[config.mk]
export PLATFORM = sky130hd
export DESIGN_NAME = oevm_top
export DESIGN_NICKNAME = d
export VERILOG_FILES = /design/src/rtl/oevm_pkg.sv /design/src/rtl/oevm_cmp.sv /design/src/rtl/oevm_sync.sv /design/src/rtl/oevm_top.sv
export SDC_FILE = /design/constraint.sdc
export NUM_CORES = 1
export LEC_CHECK = 0
export BUFFER_PORTS_ARGS = -buffer_cell sky130_fd_sc_hd__buf_2
export CAP_MARGIN = 20
export CELL_PAD_IN_SITES_DETAIL_PLACEMENT = 1
export CELL_PAD_IN_SITES_GLOBAL_PLACEMENT = 1
export CORE_ASPECT_RATIO = 0.6
export CORE_UTILIZATION = 35
export DETAILED_ROUTE_END_ITERATION = 7
export GPL_TIMING_DRIVEN = 0
export PLACE_DENSITY = 0.64
export SETUP_SLACK_MARGIN = 0.1
export SLEW_MARGIN = 20
export SYNTH_ARGS = -nofsm -noshare
export SYNTH_HDL_FRONTEND = slang
export SYNTH_HIERARCHICAL = 1
export SYNTH_SLANG_ARGS = --single-unit
export TNS_END_PERCENT = 5
[constraint.sdc]
create_clock -name ref_clk_in -period 4.2 [get_ports ref_clk_in]
set_input_delay 0.84 -clock ref_clk_in [delete_from_list [all_inputs] [get_ports ref_clk_in]]
set_output_delay 0.84 -clock ref_clk_in [all_outputs]
set_load 0.01 [all_outputs]
[src/rtl/oevm_pkg.sv]
// oevm_pkg: shared constants and types of the output event monitor
package oevm_pkg;

    // ------------------------------------------------------------
    // widths and event indices
    // ------------------------------------------------------------
    localparam int MEAS_W = 16;
    localparam int NUM_EV = 5;
    localparam int ADDR_W = 4;
    localparam int DATA_W = 32;

    localparam int EV_UV = 0; // undervoltage_event
    localparam int EV_OV = 1; // overvoltage_event
    localparam int EV_UC = 2; // undercurrent_event
    localparam int EV_OC = 3; // overcurrent_event
    localparam int EV_OP = 4; // overpower_event

    // ------------------------------------------------------------
    // event actions
    // ------------------------------------------------------------
    typedef enum logic [1:0] {
        OEVM_ACT_NONE = 2'h0,
        OEVM_ACT_SIGNAL = 2'h1,
        OEVM_ACT_WARNING = 2'h2,
        OEVM_ACT_ALARM = 2'h3
    } oevm_action_t;

    // ------------------------------------------------------------
    // register offsets (word index on the plain port)
    // ------------------------------------------------------------
    localparam logic [3:0] REG_CTRL = 4'h0;
    localparam logic [3:0] REG_ACTION = 4'h1;
    localparam logic [3:0] REG_STATUS = 4'h2;
    localparam logic [3:0] REG_MASK = 4'h3;
    localparam logic [3:0] REG_UV_THR = 4'h4;
    localparam logic [3:0] REG_OV_THR = 4'h5;
    localparam logic [3:0] REG_UC_THR = 4'h6;
    localparam logic [3:0] REG_OC_THR = 4'h7;
    localparam logic [3:0] REG_OP_THR = 4'h8;
    localparam logic [3:0] REG_NOMINAL_V = 4'h9;
    localparam logic [3:0] REG_NOMINAL_I = 4'hA;
    localparam logic [3:0] REG_NOMINAL_P = 4'hB;

    // ------------------------------------------------------------
    // field positions and reset values
    // ------------------------------------------------------------
    localparam int CTRL_ON_BIT = 0;     // write 1: switch output on
    localparam int CTRL_OFF_BIT = 1;    // write 1: switch output off
    localparam int STAT_ALARM_OFF_BIT = 5; // output tripped by alarm
    localparam int STAT_OUT_ON_BIT = 6;    // output state, read only
    localparam logic [9:0] ACTION_RST = 10'h000;
    localparam logic [5:0] MASK_RST = 6'h00;
    localparam logic [MEAS_W-1:0] THR_RST = 16'h0000;
    localparam logic [MEAS_W-1:0] NOM_V_DEF = 16'hFFFF;
    localparam logic [MEAS_W-1:0] NOM_I_DEF = 16'hFFFF;
    localparam logic [MEAS_W-1:0] NOM_P_DEF = 16'hFFFF;

endpackage : oevm_pkg

[src/rtl/oevm_cmp.sv]
// oevm_cmp: one threshold comparison with its action gating
`timescale 1ns/10ps
module oevm_cmp (
    input wire logic [oevm_pkg::MEAS_W-1:0] meas_in,
    input wire logic [oevm_pkg::MEAS_W-1:0] thr_in,
    input wire logic over_in,
    input wire logic out_on_in,
    input wire logic [1:0] action_in,
    output logic hit_out,
    output logic alarm_out
);

    // ------------------------------------------------------------
    // comparison
    // ------------------------------------------------------------
    logic cond;
    logic enabled;

    // over events trip above, under events below the threshold
    assign cond = over_in ? (meas_in > thr_in) : (meas_in < thr_in);
    assign enabled = (action_in != 2'(oevm_pkg::OEVM_ACT_NONE));
    // no event while the output is off, even as it decays
    assign hit_out = cond && enabled && out_on_in;
    // signal and warning only flag; alarm also trips output
    assign alarm_out = hit_out &&
        (action_in == 2'(oevm_pkg::OEVM_ACT_ALARM));

endmodule : oevm_cmp

[src/rtl/oevm_sync.sv]
// oevm_sync: two flip-flop synchroniser for one vector of pins
`timescale 1ns/10ps
module oevm_sync #(
    parameter int W = 16
) (
    input wire logic ref_clk_in,
    input wire logic nrst_in,
    input wire logic [W-1:0] d_in,
    output logic [W-1:0] q_out
);

    logic [W-1:0] meta_ff;
    logic [W-1:0] sync_ff;
    logic [W-1:0] prev_ff;
    logic [W-1:0] word_ff;

    // first stage feeds only the second stage
    always_ff @(posedge ref_clk_in or negedge nrst_in) begin
        if (!nrst_in) begin
            meta_ff <= '0;
            sync_ff <= '0;
        end else begin
            meta_ff <= d_in;
            sync_ff <= meta_ff;
        end
    end

    // bits of one word may settle on different edges, so a word is
    // taken only once two synchronised samples agree; this costs two
    // cycles, and a word that changes on every edge keeps the old one
    always_ff @(posedge ref_clk_in or negedge nrst_in) begin
        if (!nrst_in) begin
            prev_ff <= '0;
            word_ff <= '0;
        end else begin
            prev_ff <= sync_ff;
            if (sync_ff == prev_ff) begin
                word_ff <= sync_ff;
            end
        end
    end

    assign q_out = word_ff;

endmodule : oevm_sync

[src/rtl/oevm_top.sv]
// oevm_top: output event monitor with register port and interrupt
//
// The address-and-strobe port and the placing of the registers are this design's own decisions.
`timescale 1ns/10ps
module oevm_top (
    input wire logic ref_clk_in,
    input wire logic nrst_in,
    input wire logic [oevm_pkg::MEAS_W-1:0] meas_volt_in,
    input wire logic [oevm_pkg::MEAS_W-1:0] meas_curr_in,
    input wire logic [oevm_pkg::MEAS_W-1:0] meas_pwr_in,
    input wire logic [oevm_pkg::ADDR_W-1:0] reg_addr_in,
    input wire logic [oevm_pkg::DATA_W-1:0] reg_wdata_in,
    input wire logic reg_wr_in,
    input wire logic reg_rd_in,
    output logic [oevm_pkg::DATA_W-1:0] reg_rdata_out,
    output logic output_on_out,
    output logic irq_out
);

    localparam int MW = oevm_pkg::MEAS_W;
    localparam int NE = oevm_pkg::NUM_EV;

    // ------------------------------------------------------------
    // measurement synchronisers
    // ------------------------------------------------------------
    logic [MW-1:0] volt_s;
    logic [MW-1:0] curr_s;
    logic [MW-1:0] pwr_s;

    // measurements come from converters on another clock
    oevm_sync #(.W(MW)) u_sync_v (
        .ref_clk_in(ref_clk_in),
        .nrst_in(nrst_in),
        .d_in(meas_volt_in),
        .q_out(volt_s)
    );
    oevm_sync #(.W(MW)) u_sync_i (
        .ref_clk_in(ref_clk_in),
        .nrst_in(nrst_in),
        .d_in(meas_curr_in),
        .q_out(curr_s)
    );
    oevm_sync #(.W(MW)) u_sync_p (
        .ref_clk_in(ref_clk_in),
        .nrst_in(nrst_in),
        .d_in(meas_pwr_in),
        .q_out(pwr_s)
    );

    // ------------------------------------------------------------
    // registers
    // ------------------------------------------------------------
    logic [2*NE-1:0] action_ff;
    logic [NE:0] status_ff;
    logic [NE:0] mask_ff;
    logic [MW-1:0] thr_ff [NE];
    logic [MW-1:0] nom_v_ff;
    logic [MW-1:0] nom_i_ff;
    logic [MW-1:0] nom_p_ff;
    logic out_on_ff;
    logic irq_ff;
    logic [oevm_pkg::DATA_W-1:0] rdata_ff;

    // limit a written threshold to the range zero..nominal
    function automatic logic [MW-1:0] clamp_thr(
        input logic [MW-1:0] val,
        input logic [MW-1:0] nom
    );
        clamp_thr = (val > nom) ? nom : val;
    endfunction : clamp_thr

    // ------------------------------------------------------------
    // address decode
    // ------------------------------------------------------------
    wire wr_ctrl = reg_wr_in && (reg_addr_in == oevm_pkg::REG_CTRL);
    wire wr_act = reg_wr_in && (reg_addr_in == oevm_pkg::REG_ACTION);
    wire wr_stat = reg_wr_in && (reg_addr_in == oevm_pkg::REG_STATUS);
    wire wr_mask = reg_wr_in && (reg_addr_in == oevm_pkg::REG_MASK);
    wire wr_nv = reg_wr_in && (reg_addr_in == oevm_pkg::REG_NOMINAL_V);
    wire wr_ni = reg_wr_in && (reg_addr_in == oevm_pkg::REG_NOMINAL_I);
    wire wr_np = reg_wr_in && (reg_addr_in == oevm_pkg::REG_NOMINAL_P);
    wire [NE-1:0] wr_thr;
    assign wr_thr[oevm_pkg::EV_UV] = reg_wr_in &&
        (reg_addr_in == oevm_pkg::REG_UV_THR);
    assign wr_thr[oevm_pkg::EV_OV] = reg_wr_in &&
        (reg_addr_in == oevm_pkg::REG_OV_THR);
    assign wr_thr[oevm_pkg::EV_UC] = reg_wr_in &&
        (reg_addr_in == oevm_pkg::REG_UC_THR);
    assign wr_thr[oevm_pkg::EV_OC] = reg_wr_in &&
        (reg_addr_in == oevm_pkg::REG_OC_THR);
    assign wr_thr[oevm_pkg::EV_OP] = reg_wr_in &&
        (reg_addr_in == oevm_pkg::REG_OP_THR);

    // nominal that bounds each threshold
    wire [MW-1:0] thr_nom [NE];
    assign thr_nom[oevm_pkg::EV_UV] = nom_v_ff;
    assign thr_nom[oevm_pkg::EV_OV] = nom_v_ff;
    assign thr_nom[oevm_pkg::EV_UC] = nom_i_ff;
    assign thr_nom[oevm_pkg::EV_OC] = nom_i_ff;
    assign thr_nom[oevm_pkg::EV_OP] = nom_p_ff;

    wire [MW-1:0] wr_val = reg_wdata_in[MW-1:0];

    // ------------------------------------------------------------
    // event comparators
    // ------------------------------------------------------------
    wire [MW-1:0] ev_meas [NE];
    wire [NE-1:0] ev_over;
    assign ev_meas[oevm_pkg::EV_UV] = volt_s;
    assign ev_meas[oevm_pkg::EV_OV] = volt_s;
    assign ev_meas[oevm_pkg::EV_UC] = curr_s;
    assign ev_meas[oevm_pkg::EV_OC] = curr_s;
    assign ev_meas[oevm_pkg::EV_OP] = pwr_s;
    assign ev_over[oevm_pkg::EV_UV] = 1'b0;
    assign ev_over[oevm_pkg::EV_OV] = 1'b1;
    assign ev_over[oevm_pkg::EV_UC] = 1'b0;
    assign ev_over[oevm_pkg::EV_OC] = 1'b1;
    assign ev_over[oevm_pkg::EV_OP] = 1'b1;

    wire [NE-1:0] ev_hit;
    wire [NE-1:0] ev_alarm;

    // each event reads only its own two action bits
    genvar g;
    generate
        for (g = 0; g < NE; g++) begin : g_ev
            oevm_cmp u_cmp (
                .meas_in(ev_meas[g]),
                .thr_in(thr_ff[g]),
                .over_in(ev_over[g]),
                .out_on_in(out_on_ff),
                .action_in(action_ff[2*g +: 2]),
                .hit_out(ev_hit[g]),
                .alarm_out(ev_alarm[g])
            );
        end
    endgenerate

    wire any_alarm = |ev_alarm;

    // ------------------------------------------------------------
    // next values
    // ------------------------------------------------------------
    wire [NE:0] stat_evt = {any_alarm, ev_hit};
    wire [NE:0] stat_clr = wr_stat ? reg_wdata_in[NE:0] : '0;
    // set beats a clear in the same cycle; bits otherwise hold
    wire [NE:0] nxt_status = (status_ff & ~stat_clr) | stat_evt;

    // alarm wins over a host switch-on in the same cycle
    wire nxt_out_on = any_alarm ? 1'b0 :
        (wr_ctrl && reg_wdata_in[oevm_pkg::CTRL_OFF_BIT]) ? 1'b0 :
        (wr_ctrl && reg_wdata_in[oevm_pkg::CTRL_ON_BIT]) ? 1'b1 :
        out_on_ff;

    wire nxt_irq = |(nxt_status & mask_ff);

    // read mux; unmapped addresses read zero
    logic [oevm_pkg::DATA_W-1:0] nxt_rdata;
    always_comb begin
        nxt_rdata = '0;
        unique case (reg_addr_in)
            oevm_pkg::REG_CTRL:
                nxt_rdata[oevm_pkg::CTRL_ON_BIT] = out_on_ff;
            oevm_pkg::REG_ACTION: nxt_rdata[2*NE-1:0] = action_ff;
            oevm_pkg::REG_STATUS: begin
                nxt_rdata[NE:0] = status_ff;
                nxt_rdata[oevm_pkg::STAT_OUT_ON_BIT] = out_on_ff;
            end
            oevm_pkg::REG_MASK: nxt_rdata[NE:0] = mask_ff;
            oevm_pkg::REG_UV_THR: nxt_rdata[MW-1:0] = thr_ff[oevm_pkg::EV_UV];
            oevm_pkg::REG_OV_THR: nxt_rdata[MW-1:0] = thr_ff[oevm_pkg::EV_OV];
            oevm_pkg::REG_UC_THR: nxt_rdata[MW-1:0] = thr_ff[oevm_pkg::EV_UC];
            oevm_pkg::REG_OC_THR: nxt_rdata[MW-1:0] = thr_ff[oevm_pkg::EV_OC];
            oevm_pkg::REG_OP_THR: nxt_rdata[MW-1:0] = thr_ff[oevm_pkg::EV_OP];
            oevm_pkg::REG_NOMINAL_V: nxt_rdata[MW-1:0] = nom_v_ff;
            oevm_pkg::REG_NOMINAL_I: nxt_rdata[MW-1:0] = nom_i_ff;
            oevm_pkg::REG_NOMINAL_P: nxt_rdata[MW-1:0] = nom_p_ff;
            default: nxt_rdata = '0;
        endcase
    end

    // ------------------------------------------------------------
    // control and status flops
    // ------------------------------------------------------------
    // actions reset to none so nothing fires before setup
    always_ff @(posedge ref_clk_in or negedge nrst_in) begin
        if (!nrst_in) begin
            action_ff <= oevm_pkg::ACTION_RST;
        end else if (wr_act) begin
            action_ff <= reg_wdata_in[2*NE-1:0];
        end
    end

    // the mask gates only the interrupt, never the status bits
    always_ff @(posedge ref_clk_in or negedge nrst_in) begin
        if (!nrst_in) begin
            mask_ff <= oevm_pkg::MASK_RST;
        end else if (wr_mask) begin
            mask_ff <= reg_wdata_in[NE:0];
        end
    end

    // status holds each event until the host writes a one to it,
    // so a short event between two polls is not lost
    always_ff @(posedge ref_clk_in or negedge nrst_in) begin
        if (!nrst_in) begin
            status_ff <= '0;
        end else begin
            status_ff <= nxt_status;
        end
    end

    // output state; an alarm forces it low whatever the host asks
    always_ff @(posedge ref_clk_in or negedge nrst_in) begin
        if (!nrst_in) begin
            out_on_ff <= 1'b0;
        end else begin
            out_on_ff <= nxt_out_on;
        end
    end

    // built from the next status so it rises with the status bit
    always_ff @(posedge ref_clk_in or negedge nrst_in) begin
        if (!nrst_in) begin
            irq_ff <= 1'b0;
        end else begin
            irq_ff <= nxt_irq;
        end
    end

    // read data stand only in the cycle after the strobe
    always_ff @(posedge ref_clk_in or negedge nrst_in) begin
        if (!nrst_in) begin
            rdata_ff <= '0;
        end else begin
            rdata_ff <= reg_rd_in ? nxt_rdata : '0;
        end
    end

    // ------------------------------------------------------------
    // nominal ratings and thresholds
    // ------------------------------------------------------------
    // a lowered nominal does not re-clamp stored thresholds
    always_ff @(posedge ref_clk_in or negedge nrst_in) begin
        if (!nrst_in) begin
            nom_v_ff <= oevm_pkg::NOM_V_DEF;
            nom_i_ff <= oevm_pkg::NOM_I_DEF;
            nom_p_ff <= oevm_pkg::NOM_P_DEF;
        end else begin
            if (wr_nv) begin
                nom_v_ff <= wr_val;
            end
            if (wr_ni) begin
                nom_i_ff <= wr_val;
            end
            if (wr_np) begin
                nom_p_ff <= wr_val;
            end
        end
    end

    // thresholds settable from zero up to their nominal
    generate
        for (g = 0; g < NE; g++) begin : g_thr
            always_ff @(posedge ref_clk_in or negedge nrst_in) begin
                if (!nrst_in) begin
                    thr_ff[g] <= oevm_pkg::THR_RST;
                end else if (wr_thr[g]) begin
                    thr_ff[g] <= clamp_thr(wr_val, thr_nom[g]);
                end
            end
        end
    endgenerate

    // ------------------------------------------------------------
    // outputs
    // ------------------------------------------------------------
    assign reg_rdata_out = rdata_ff;
    assign output_on_out = out_on_ff;
    assign irq_out = irq_ff;

endmodule : oevm_top

-- Word level (Yosys, flattened, before mapping)
Index checks and enable logic that the tools add are counted.
- register bits: 360
- bits of input ports: 88
- output and inout port bits: 34
- word-level logic and storage cells: 108
- mux-type cells: 13
- reductions and logical operators: 38
- bitwise logic cells: 4
- $lt $le $gt $ge: 8
- eq/ne operators: 19
- operators with widths (cell ; number):
    $gt A16 B16 Y1 ; 6
    $mux W16 ; 4
    $pmux W5 S11 ; 1
    $eq A16 B16 Y1 ; 3
    $pmux W6 S8 ; 1
    $lt A16 B16 Y1 ; 2
    $logic_and A1 B1 Y1 ; 29
    $pmux W3 S9 ; 1
    $eq A4 B3 Y1 const B ; 4
    $eq A4 B4 Y1 const B ; 4
    $and A6 B6 Y6 ; 2
    $pmux W1 S12 ; 1
    $eq A2 B2 Y1 const B ; 5
    $pmux W1 S10 ; 1
    $reduce_bool A2 Y1 ; 5
    $eq A4 B2 Y1 const B ; 2
    $mux W6 ; 1
    $not A6 Y6 ; 1
    $or A6 B6 Y6 ; 1
    $reduce_or A6 Y1 ; 1
    $reduce_or A5 Y1 ; 1
    $eq A4 B1 Y1 const B ; 1
    $logic_not A4 Y1 ; 1
    $mux W1 ; 3
    $reduce_bool A3 Y1 ; 1

-- Logic depth before layout (Yosys ltp)
Gate-level depths: netlist of run 1.
- word-level depth: 8
- mapped depth: 12
- gate-level depth less buffers: 12

-- Cells and area by module
The synthesis of run 1 kept the hierarchy.
- modules (own cells, without submodules) (module ; cells each ; area an instance (um^2) ; instances ; seq. area each (um^2)):
    oevm_top ; 870 ; 9038.7 ; 1 ; 4264.1
    oevm_sync ; 102 ; 2014.4 ; 3 ; 1601.5
    oevm_cmp ; 63 ; 479.2 ; 5 ; 0.0

-- Worst setup path before layout of run 1
Ideal clock, no wire load.
- path type: input to register
- from: input reg_wdata_in[1] (netlist bit)
- to: register thr_ff[54] (netlist bit)
- setup time: 130 ps
- path slack: 1589 ps
- required time: 4070 ps
- arrival: 2481 ps
- path buffers: 1
- stages: 8
- path through: ha_1 > nor2b_1 > o211ai_1 > a2111o_1 > a31oi_4 > buf_12 > mux2i_1 > o21ai_1
- cells in the longest elaborated chain, start to end: 2
- ends and longest elaborated chain (what ; RTL line ; text):
    start, declared ; oevm_top.sv:12 ; input wire logic [oevm_pkg::DATA_W-1:0] reg_wdata_in,
    $gt A16 B16 Y1 ; oevm_top.sv:69 ; clamp_thr = (val > nom) ? nom : val;
    $mux W16 ; oevm_top.sv:69 ;
    end signal, assigned by index ; oevm_top.sv:267 ; thr_ff[g] <= oevm_pkg::THR_RST;
    end signal, assigned by index ; oevm_top.sv:269 ; thr_ff[g] <= clamp_thr(wr_val, thr_nom[g]);
    end, declared ; oevm_top.sv:56 ; logic [MW-1:0] thr_ff [NE];
Every way passes these cells.
A chain may end at the register's enable or synchronous reset.

-- Final worst setup path of run 1
- from: register thr_ff[31] (netlist bit)
- to: register irq_ff, in the netlist irq_out
- cells in the longest elaborated chain, start to end: 8
- ends and longest elaborated chain (what ; RTL line ; text):
    $gt A16 B16 Y1 ; oevm_cmp.sv:20 ; assign cond = over_in ? (meas_in > thr_in) : (meas_in < thr_in);
    $logic_and A1 B1 Y1 (2 in a row) ; oevm_cmp.sv:23 ; assign hit_out = cond && enabled && out_on_in;
    $logic_and A1 B1 Y1 ; oevm_cmp.sv:25 ; assign alarm_out = hit_out &&
    named net ev_alarm[3] ; oevm_top.sv:121 ; wire [NE-1:0] ev_alarm;
    $reduce_or A5 Y1 ; oevm_top.sv:139 ; wire any_alarm = |ev_alarm;
    $or A6 B6 Y6 ; oevm_top.sv:147 ; wire [NE:0] nxt_status = (status_ff & ~stat_clr) | stat_evt;
    named net nxt_status[5] ; oevm_top.sv:147 ;
    $and A6 B6 Y6 ; oevm_top.sv:155 ; wire nxt_irq = |(nxt_status & mask_ff);
    $reduce_or A6 Y1 ; oevm_top.sv:155 ;
    named net nxt_irq ; oevm_top.sv:155 ;
    end signal, assigned ; oevm_top.sv:227 ; irq_ff <= nxt_irq;
    end, declared ; oevm_top.sv:61 ; logic irq_ff;
The timed path passes the listed nets, and every way through them passes these cells.

==> impl_metrics.ini, run 1 <==
[run_status]
status = finished, final reports clean

[drt]
drt_wl_total_mm = 56.9
remaining_drc_errors = 0
vias_per_cell = 5.35
ant_nets = 0
wl_per_cell_um = 24.4
dr.pass1.iters = 5
drtIter0Drc = 926
vias = 12500

[synth]
ys_seq_area_share_pct = 51.9
synth_area_um2 = 17500
synth_edf_count = 0
ys_async_sr_fraction_pct = 100
synth_cell_types = 66
yosys_most_used_dff = dfrtp_1
yosysWarnings = 6
synth.avg_cell_area_um2 = 11.7
ys_seq_elements = 360
synth_cells = 1491

[floorplanning]
start_util_pct = 35.4
die_h_um = 175
dieWidth_um = 290
core_um2 = 49300
row_count = 63
fp.dieArea_um2 = 50900
io_pins = 122

[timing]
rsz0062_at_grt = false
worst-slew-pin-transition_ns = 1.00
relSlewSlack_pct = 32.6
min_period_ns = 3.56
hold_ws_ns = 0.270
clock.fmax_mhz = 281
setup-violations-final = 0
finalHoldViolations = 0
finalMaxSlewViolations = 0
period_share_pct = 84.7
clock_skew_ns = 0.0138

[global_route]
grt_max_degree = 98
grt_pass1_vias = 13100
antenna_found_initial = 1
grt_first_pass_wirelength_mm = 85.9
grt_overflow = 0
grt_usage_pct = 22.7

[clock_network]
cts_root_buf = clkbuf_16
path_clk_slew_ns = 0.06
cts.sinks = 360
cts_setup_buffers = 0
postCtsHoldBufs = 0
cts_buffers = 38
cts_tree = done
cts_resized = 0
clock_path_buffers = 3
clk_latency_ns = 0.55
cts_htree_levels = 2

[cells_and_area]
largest_reg_flops = 80
num-nets-final = 1872
final_common_cell = dfrtp_1
post-route-cell-area_um2 = 20200
area_growth_pct = 15.8
layout_common_cells = dfrtp_1, ha_1, inv_1
drive_gt1_share_pct = 23.9
regMostFlops = thr_ff
seqCellArea_um2 = 9070
multi_input_area_um2 = 7650
fillerInstances = 5360

[power]
p_leak_nw = 9.52
p_per_area_nw_per_um2 = 511
vdd_drop_max_v = 0.000316

[worst_setup_path]
end_kind = flop
r2r.worst_path.cells = 12
start_kind = flop
path_class = flop to flop
critical_path_arrival_ns = 3.96
crit_fanout = 3
worstPathRequired_ns = 4.61

[worst_hold_path]
hold_class = input port to asynchronous set/reset pin

[run]
maxCapViolations = 0

[placement]
place_area_um2 = 19000
dp_hpwl_mm = 44.6
port_buffers = 88
gp_congestion = 0.932
-- Yosys cell counts (all sizes together), types with 7 or more instances --
cell type	number	area share [%]
nor2b	11	0.39
clkbuf	24	0.52
and2	8	0.29
a211oi	7	0.30
xor2	48	2.4
buf	43	1.8
a21oi	67	1.9
nand4	29	1.6
nor2	40	0.94
mux2i	34	1.9
nand3	16	0.46
a31oi	26	1.0
nor3	17	0.72
ha	128	9.2
nor4	20	1.1
nor3b	7	0.30
inv	127	2.7
nand2	112	2.4
mux2	120	8.4
dfrtp	312	45
o21ai	107	3.1
a22oi	42	1.8
dfstp	48	7.2
a21o	23	0.99
a221oi	10	0.54
-- power by group --
group | total, W | internal (W) | leakage [nW] | switching [W]
Clock | 0.00353 | 0.00205 | 0.626 | 0.00148
Sequential | 0.00472 | 0.00403 | 4.37 | 0.000685
Combinational | 0.00209 | 0.000842 | 4.53 | 0.00125
Total | 0.0103 | 0.00692 | 9.52 | 0.00341
-- path summary, 6_finish.rpt --
check / from / to / slack, ns
setup / recovery: thr_ff[31] / irq_out / 0.64
hold / removal: nrst_in / u_sync_v/sync_ff[7] / 0.27
setup reg to reg: thr_ff[31] / irq_out / 0.64
hold reg to reg: u_sync_i/meta_ff[15] / u_sync_i/sync_ff[15] / 0.35
max in group asynchronous: nrst_in / thr_ff[44] / 2.57
min in group ref_clk_in: u_sync_i/meta_ff[15] / u_sync_i/sync_ff[15] / 0.35
-- routing by layer --
metal,global-route usage [%],routed length (um)
met2,32.0,23000
met5,0,13
met4,4.23,930
met1,34.5,29000
met3,6.22,3990
-- per-stage QoR --
step / power [W] / util [%] / setup slack, ns / instances / TNS [ns]
floorplan: 0.00577 / - / 1.59 / 1525 / 0
global placement: 0.00668 / 38.2 / -4.69 / 2263 / -1560.94
detailed placement: 0.00682 / 38.4 / 0.615 / 2266 / 0
CTS: 0.0104 / 41.0 / 0.778 / 2335 / 0
global route: 0.0108 / 41.0 / 0.497 / 2335 / 0
finish: 0.0103 / 41.0 / 0.643 / 2336 / 0
-- kinds of logic (layout without fill, tap and decap cells) --
| kind of cell | count (synthesis) | after routing | synth area share, % |
|---|---|---|---|
| AOI/OAI and AO/OA | 322 | 322 | 11.8 |
| buffers and inverters | 194 | 354 | 5.09 |
| muxes | 154 | 154 | 10.3 |
| DFF | 360 | 360 | 51.9 |
| other | 2 | 37 | 0.0430 |
| xor gates and xnor gates | 48 | 48 | 2.41 |
| adders and majority gates | 128 | 128 | 9.16 |
| and+or+nand+nor | 283 | 283 | 9.25 |
-- critical path, cell delays in order (launching register included) --
cell	delay, ns
dfrtp_1	0.48
inv_1	0.08
ha_1	0.33
nand4_2	0.19
nor3_2	0.10
a21boi_2	0.18
nor4_2	0.86
mux2_1	0.39
nor3_1	0.19
nand2_1	0.15
a21o_1	0.19
a22oi_1	0.15
nand3_1	0.13
-- cell type report --
| class | count | area share (%) |
|---|---|---|
| diodes | 1 | 0.0124 |
| plain buffers | 67 | 2.04 |
| clock buffers | 49 | 5.05 |
| clock inverters | 20 | 1.26 |
| inverters | 127 | 2.36 |
| multi-input cells | 971 | 37.8 |
| flip-flops and latches | 360 | 44.8 |
| well taps | 650 | 4.02 |
| repair buffers | 91 | 2.63 |
Power figures use the tool's default switching activity.
==> inputs of run 2 (changes only) <==
==> constraint.sdc (replaced) <==
create_clock -name ref_clk_in -period 3.35 [get_ports ref_clk_in]
set_input_delay 0.67 -clock ref_clk_in [delete_from_list [all_inputs] [get_ports ref_clk_in]]
set_output_delay 0.67 -clock ref_clk_in [all_outputs]
set_load 0.01 [all_outputs]
==> impl_metrics.ini, run 2 (synthesis gave the netlist of run 1 again) <==
[run_status]
status = finished, final reports clean

[clock_network]
cts_buffers = 38
cts_htree_levels = 2
cts.sinks = 360
clock_path_buffers = 3
cts_root_buf = clkbuf_16
clk_latency_ns = 0.55
postCtsHoldBufs = 0
cts_tree = done
path_clk_slew_ns = 0.06

[cells_and_area]
fin_util_pct = 41.1
fillerInstances = 5350
fin_cells = 2338
area_growth_pct = 16.2
regMostFlops = thr_ff
num-nets-final = 1873
drive_gt1_share_pct = 24.3
layout_common_cells = dfrtp_1, ha_1, inv_1
largest_reg_flops = 80
final_common_cell = dfrtp_1

[drt]
vias = 12500
wl_per_cell_um = 24.4
remaining_drc_errors = 0
drt_wl_total_mm = 57.2
dr.pass1.iters = 8
vias_per_cell = 5.36
drtIter0Drc = 951
ant_nets = 0

[timing]
relSlewSlack_pct = 40.5
clock_skew_ns = 0.0143
hold_ws_ns = 0.0887
worst-slew-pin-transition_ns = 0.885
min_period_ns = 3.11
setup-violations-final = 0
finalMaxSlewViolations = 0
clock.fmax_mhz = 322
period_share_pct = 92.8
rsz0062_at_grt = false
finalHoldViolations = 0

[global_route]
grt_max_degree = 98
grt_pass1_vias = 13100
antenna_found_initial = 1
grt_first_pass_wirelength_mm = 85.9
grt_overflow = 0
grt_usage_pct = 22.7

[worst_setup_path]
path_class = flop to flop
end_kind = flop
critical_path_arrival_ns = 3.51
worstPathRequired_ns = 3.75
crit_fanout = 10
start_kind = flop

[placement]
dp_cells = 2266
gp_congestion = 0.932
port_buffers = 88
dp_hpwl_mm = 44.6

[power]
p_int_w = 0.00869
p_clk_share_pct = 34.1
power.total_w = 0.0130
p_comb_share_pct = 20.4
p_seq_share_pct = 45.5
sw_frac_of_total_pct = 33.1
vdd_drop_max_v = 0.000395
p_per_area_nw_per_um2 = 640
p_leak_nw = 9.56
p_switching_w = 0.00431

[floorplanning]
core_um2 = 49300
fp.dieArea_um2 = 50900
start_util_pct = 35.4
row_count = 63
die_h_um = 175
io_pins = 122
dieWidth_um = 290

[run]
maxCapViolations = 0

[worst_hold_path]
hold_class = input port to asynchronous set/reset pin
-- run 2: cell count changes in the layout (fill, tap and decap cells not counted), moves of 2 or more --
cell / before / now
and4_1: 6 / 4
nor4_4: 0 / 3
dfrtp_1: 312 / 310
nor3_2: 6 / 4
nor3_4: 1 / 4
and4_2: 0 / 2
dfrtp_2: 0 / 2
nor4_2: 10 / 7
-- run 2: critical path, stage by stage (launching register included) --
cell	delay, ns
dfstp_2	0.59
inv_1	0.07
ha_1	0.29
nor2b_1	0.15
o211ai_1	0.19
a2111o_1	0.46
a31oi_4	0.51
buf_12	0.24
mux2i_1	0.34
o21ai_1	0.12
-- run 2: metal layers --
metal	vias up	GRT usage (%)	wire length [um]
li1	5591	-	-
met1	6509	34.5	28700
met2	372	32.0	23200
met3	68	6.22	4330
met4	0	4.23	880
met5	-	0	0
-- run 2: stage by stage --
stage	instance area, um^2	TNS, ns	worst slack (ns)
4_1_cts	20200	0	0.141
2_1_floorplan	17600	0	0.909
6_report	20300	0	0.241
5_1_grt	20300	0	0.129
3_5_place_dp	19000	-0.481	-0.0652
3_3_place_gp	18900	-1805.80	-5.37
-- run 2: path summary, 6_finish.rpt --
path | startpoint | endpoint | slack [ns] | cells past startpoint
max | nom_v_ff[1] | thr_ff[57] | 0.24 | 9
min | nrst_in | u_sync_v/sync_ff[7] | 0.09 | 1
max reg2reg | nom_v_ff[1] | thr_ff[57] | 0.24 | 9
min reg2reg | u_sync_i/meta_ff[15] | u_sync_i/sync_ff[15] | 0.35 | 0
max in group asynchronous | nrst_in | thr_ff[29] | 1.91 | 3
min in group ref_clk_in | meas_curr_in[6] | u_sync_i/meta_ff[6] | 0.23 | 1
-- run 2: power groups by stage --
| stage | logic [W] | registers (W) | clock network (W) |
|---|---|---|---|
| final | 0.00265 | 0.00592 | 0.00443 |
| after global routing | 0.00296 | 0.00596 | 0.00469 |
| after CTS | 0.00261 | 0.00588 | 0.00454 |
| after detailed placement | 0.00259 | 0.00595 | 0 |
| after global placement | 0.00244 | 0.00594 | 0 |
| after floorplan | 0.00175 | 0.00548 | 0 |
-- run 2: timing repair --
item,in CTS,in global routing
buffers inserted,0,1
resized for setup,1,12
setup endpoints to repair,1,1
pin swaps,0,3
-- run 2: cell type report --
| class | count | area [um^2] | area share [%] |
|---|---|---|---|
| Clock inverter | 20 | 255 | 1.26 |
| Timing Repair Buffer | 92 | 541 | 2.66 |
| Sequential cell | 360 | 9070 | 44.7 |
| Tap cell | 650 | 813 | 4.01 |
| Clock buffer | 49 | 1020 | 5.03 |
| Inverter | 127 | 477 | 2.35 |
| Buffer | 67 | 413 | 2.03 |
| Antenna cell | 2 | 5.00 | 0.0246 |
| Multi-Input combinational cell | 971 | 7710 | 38.0 |
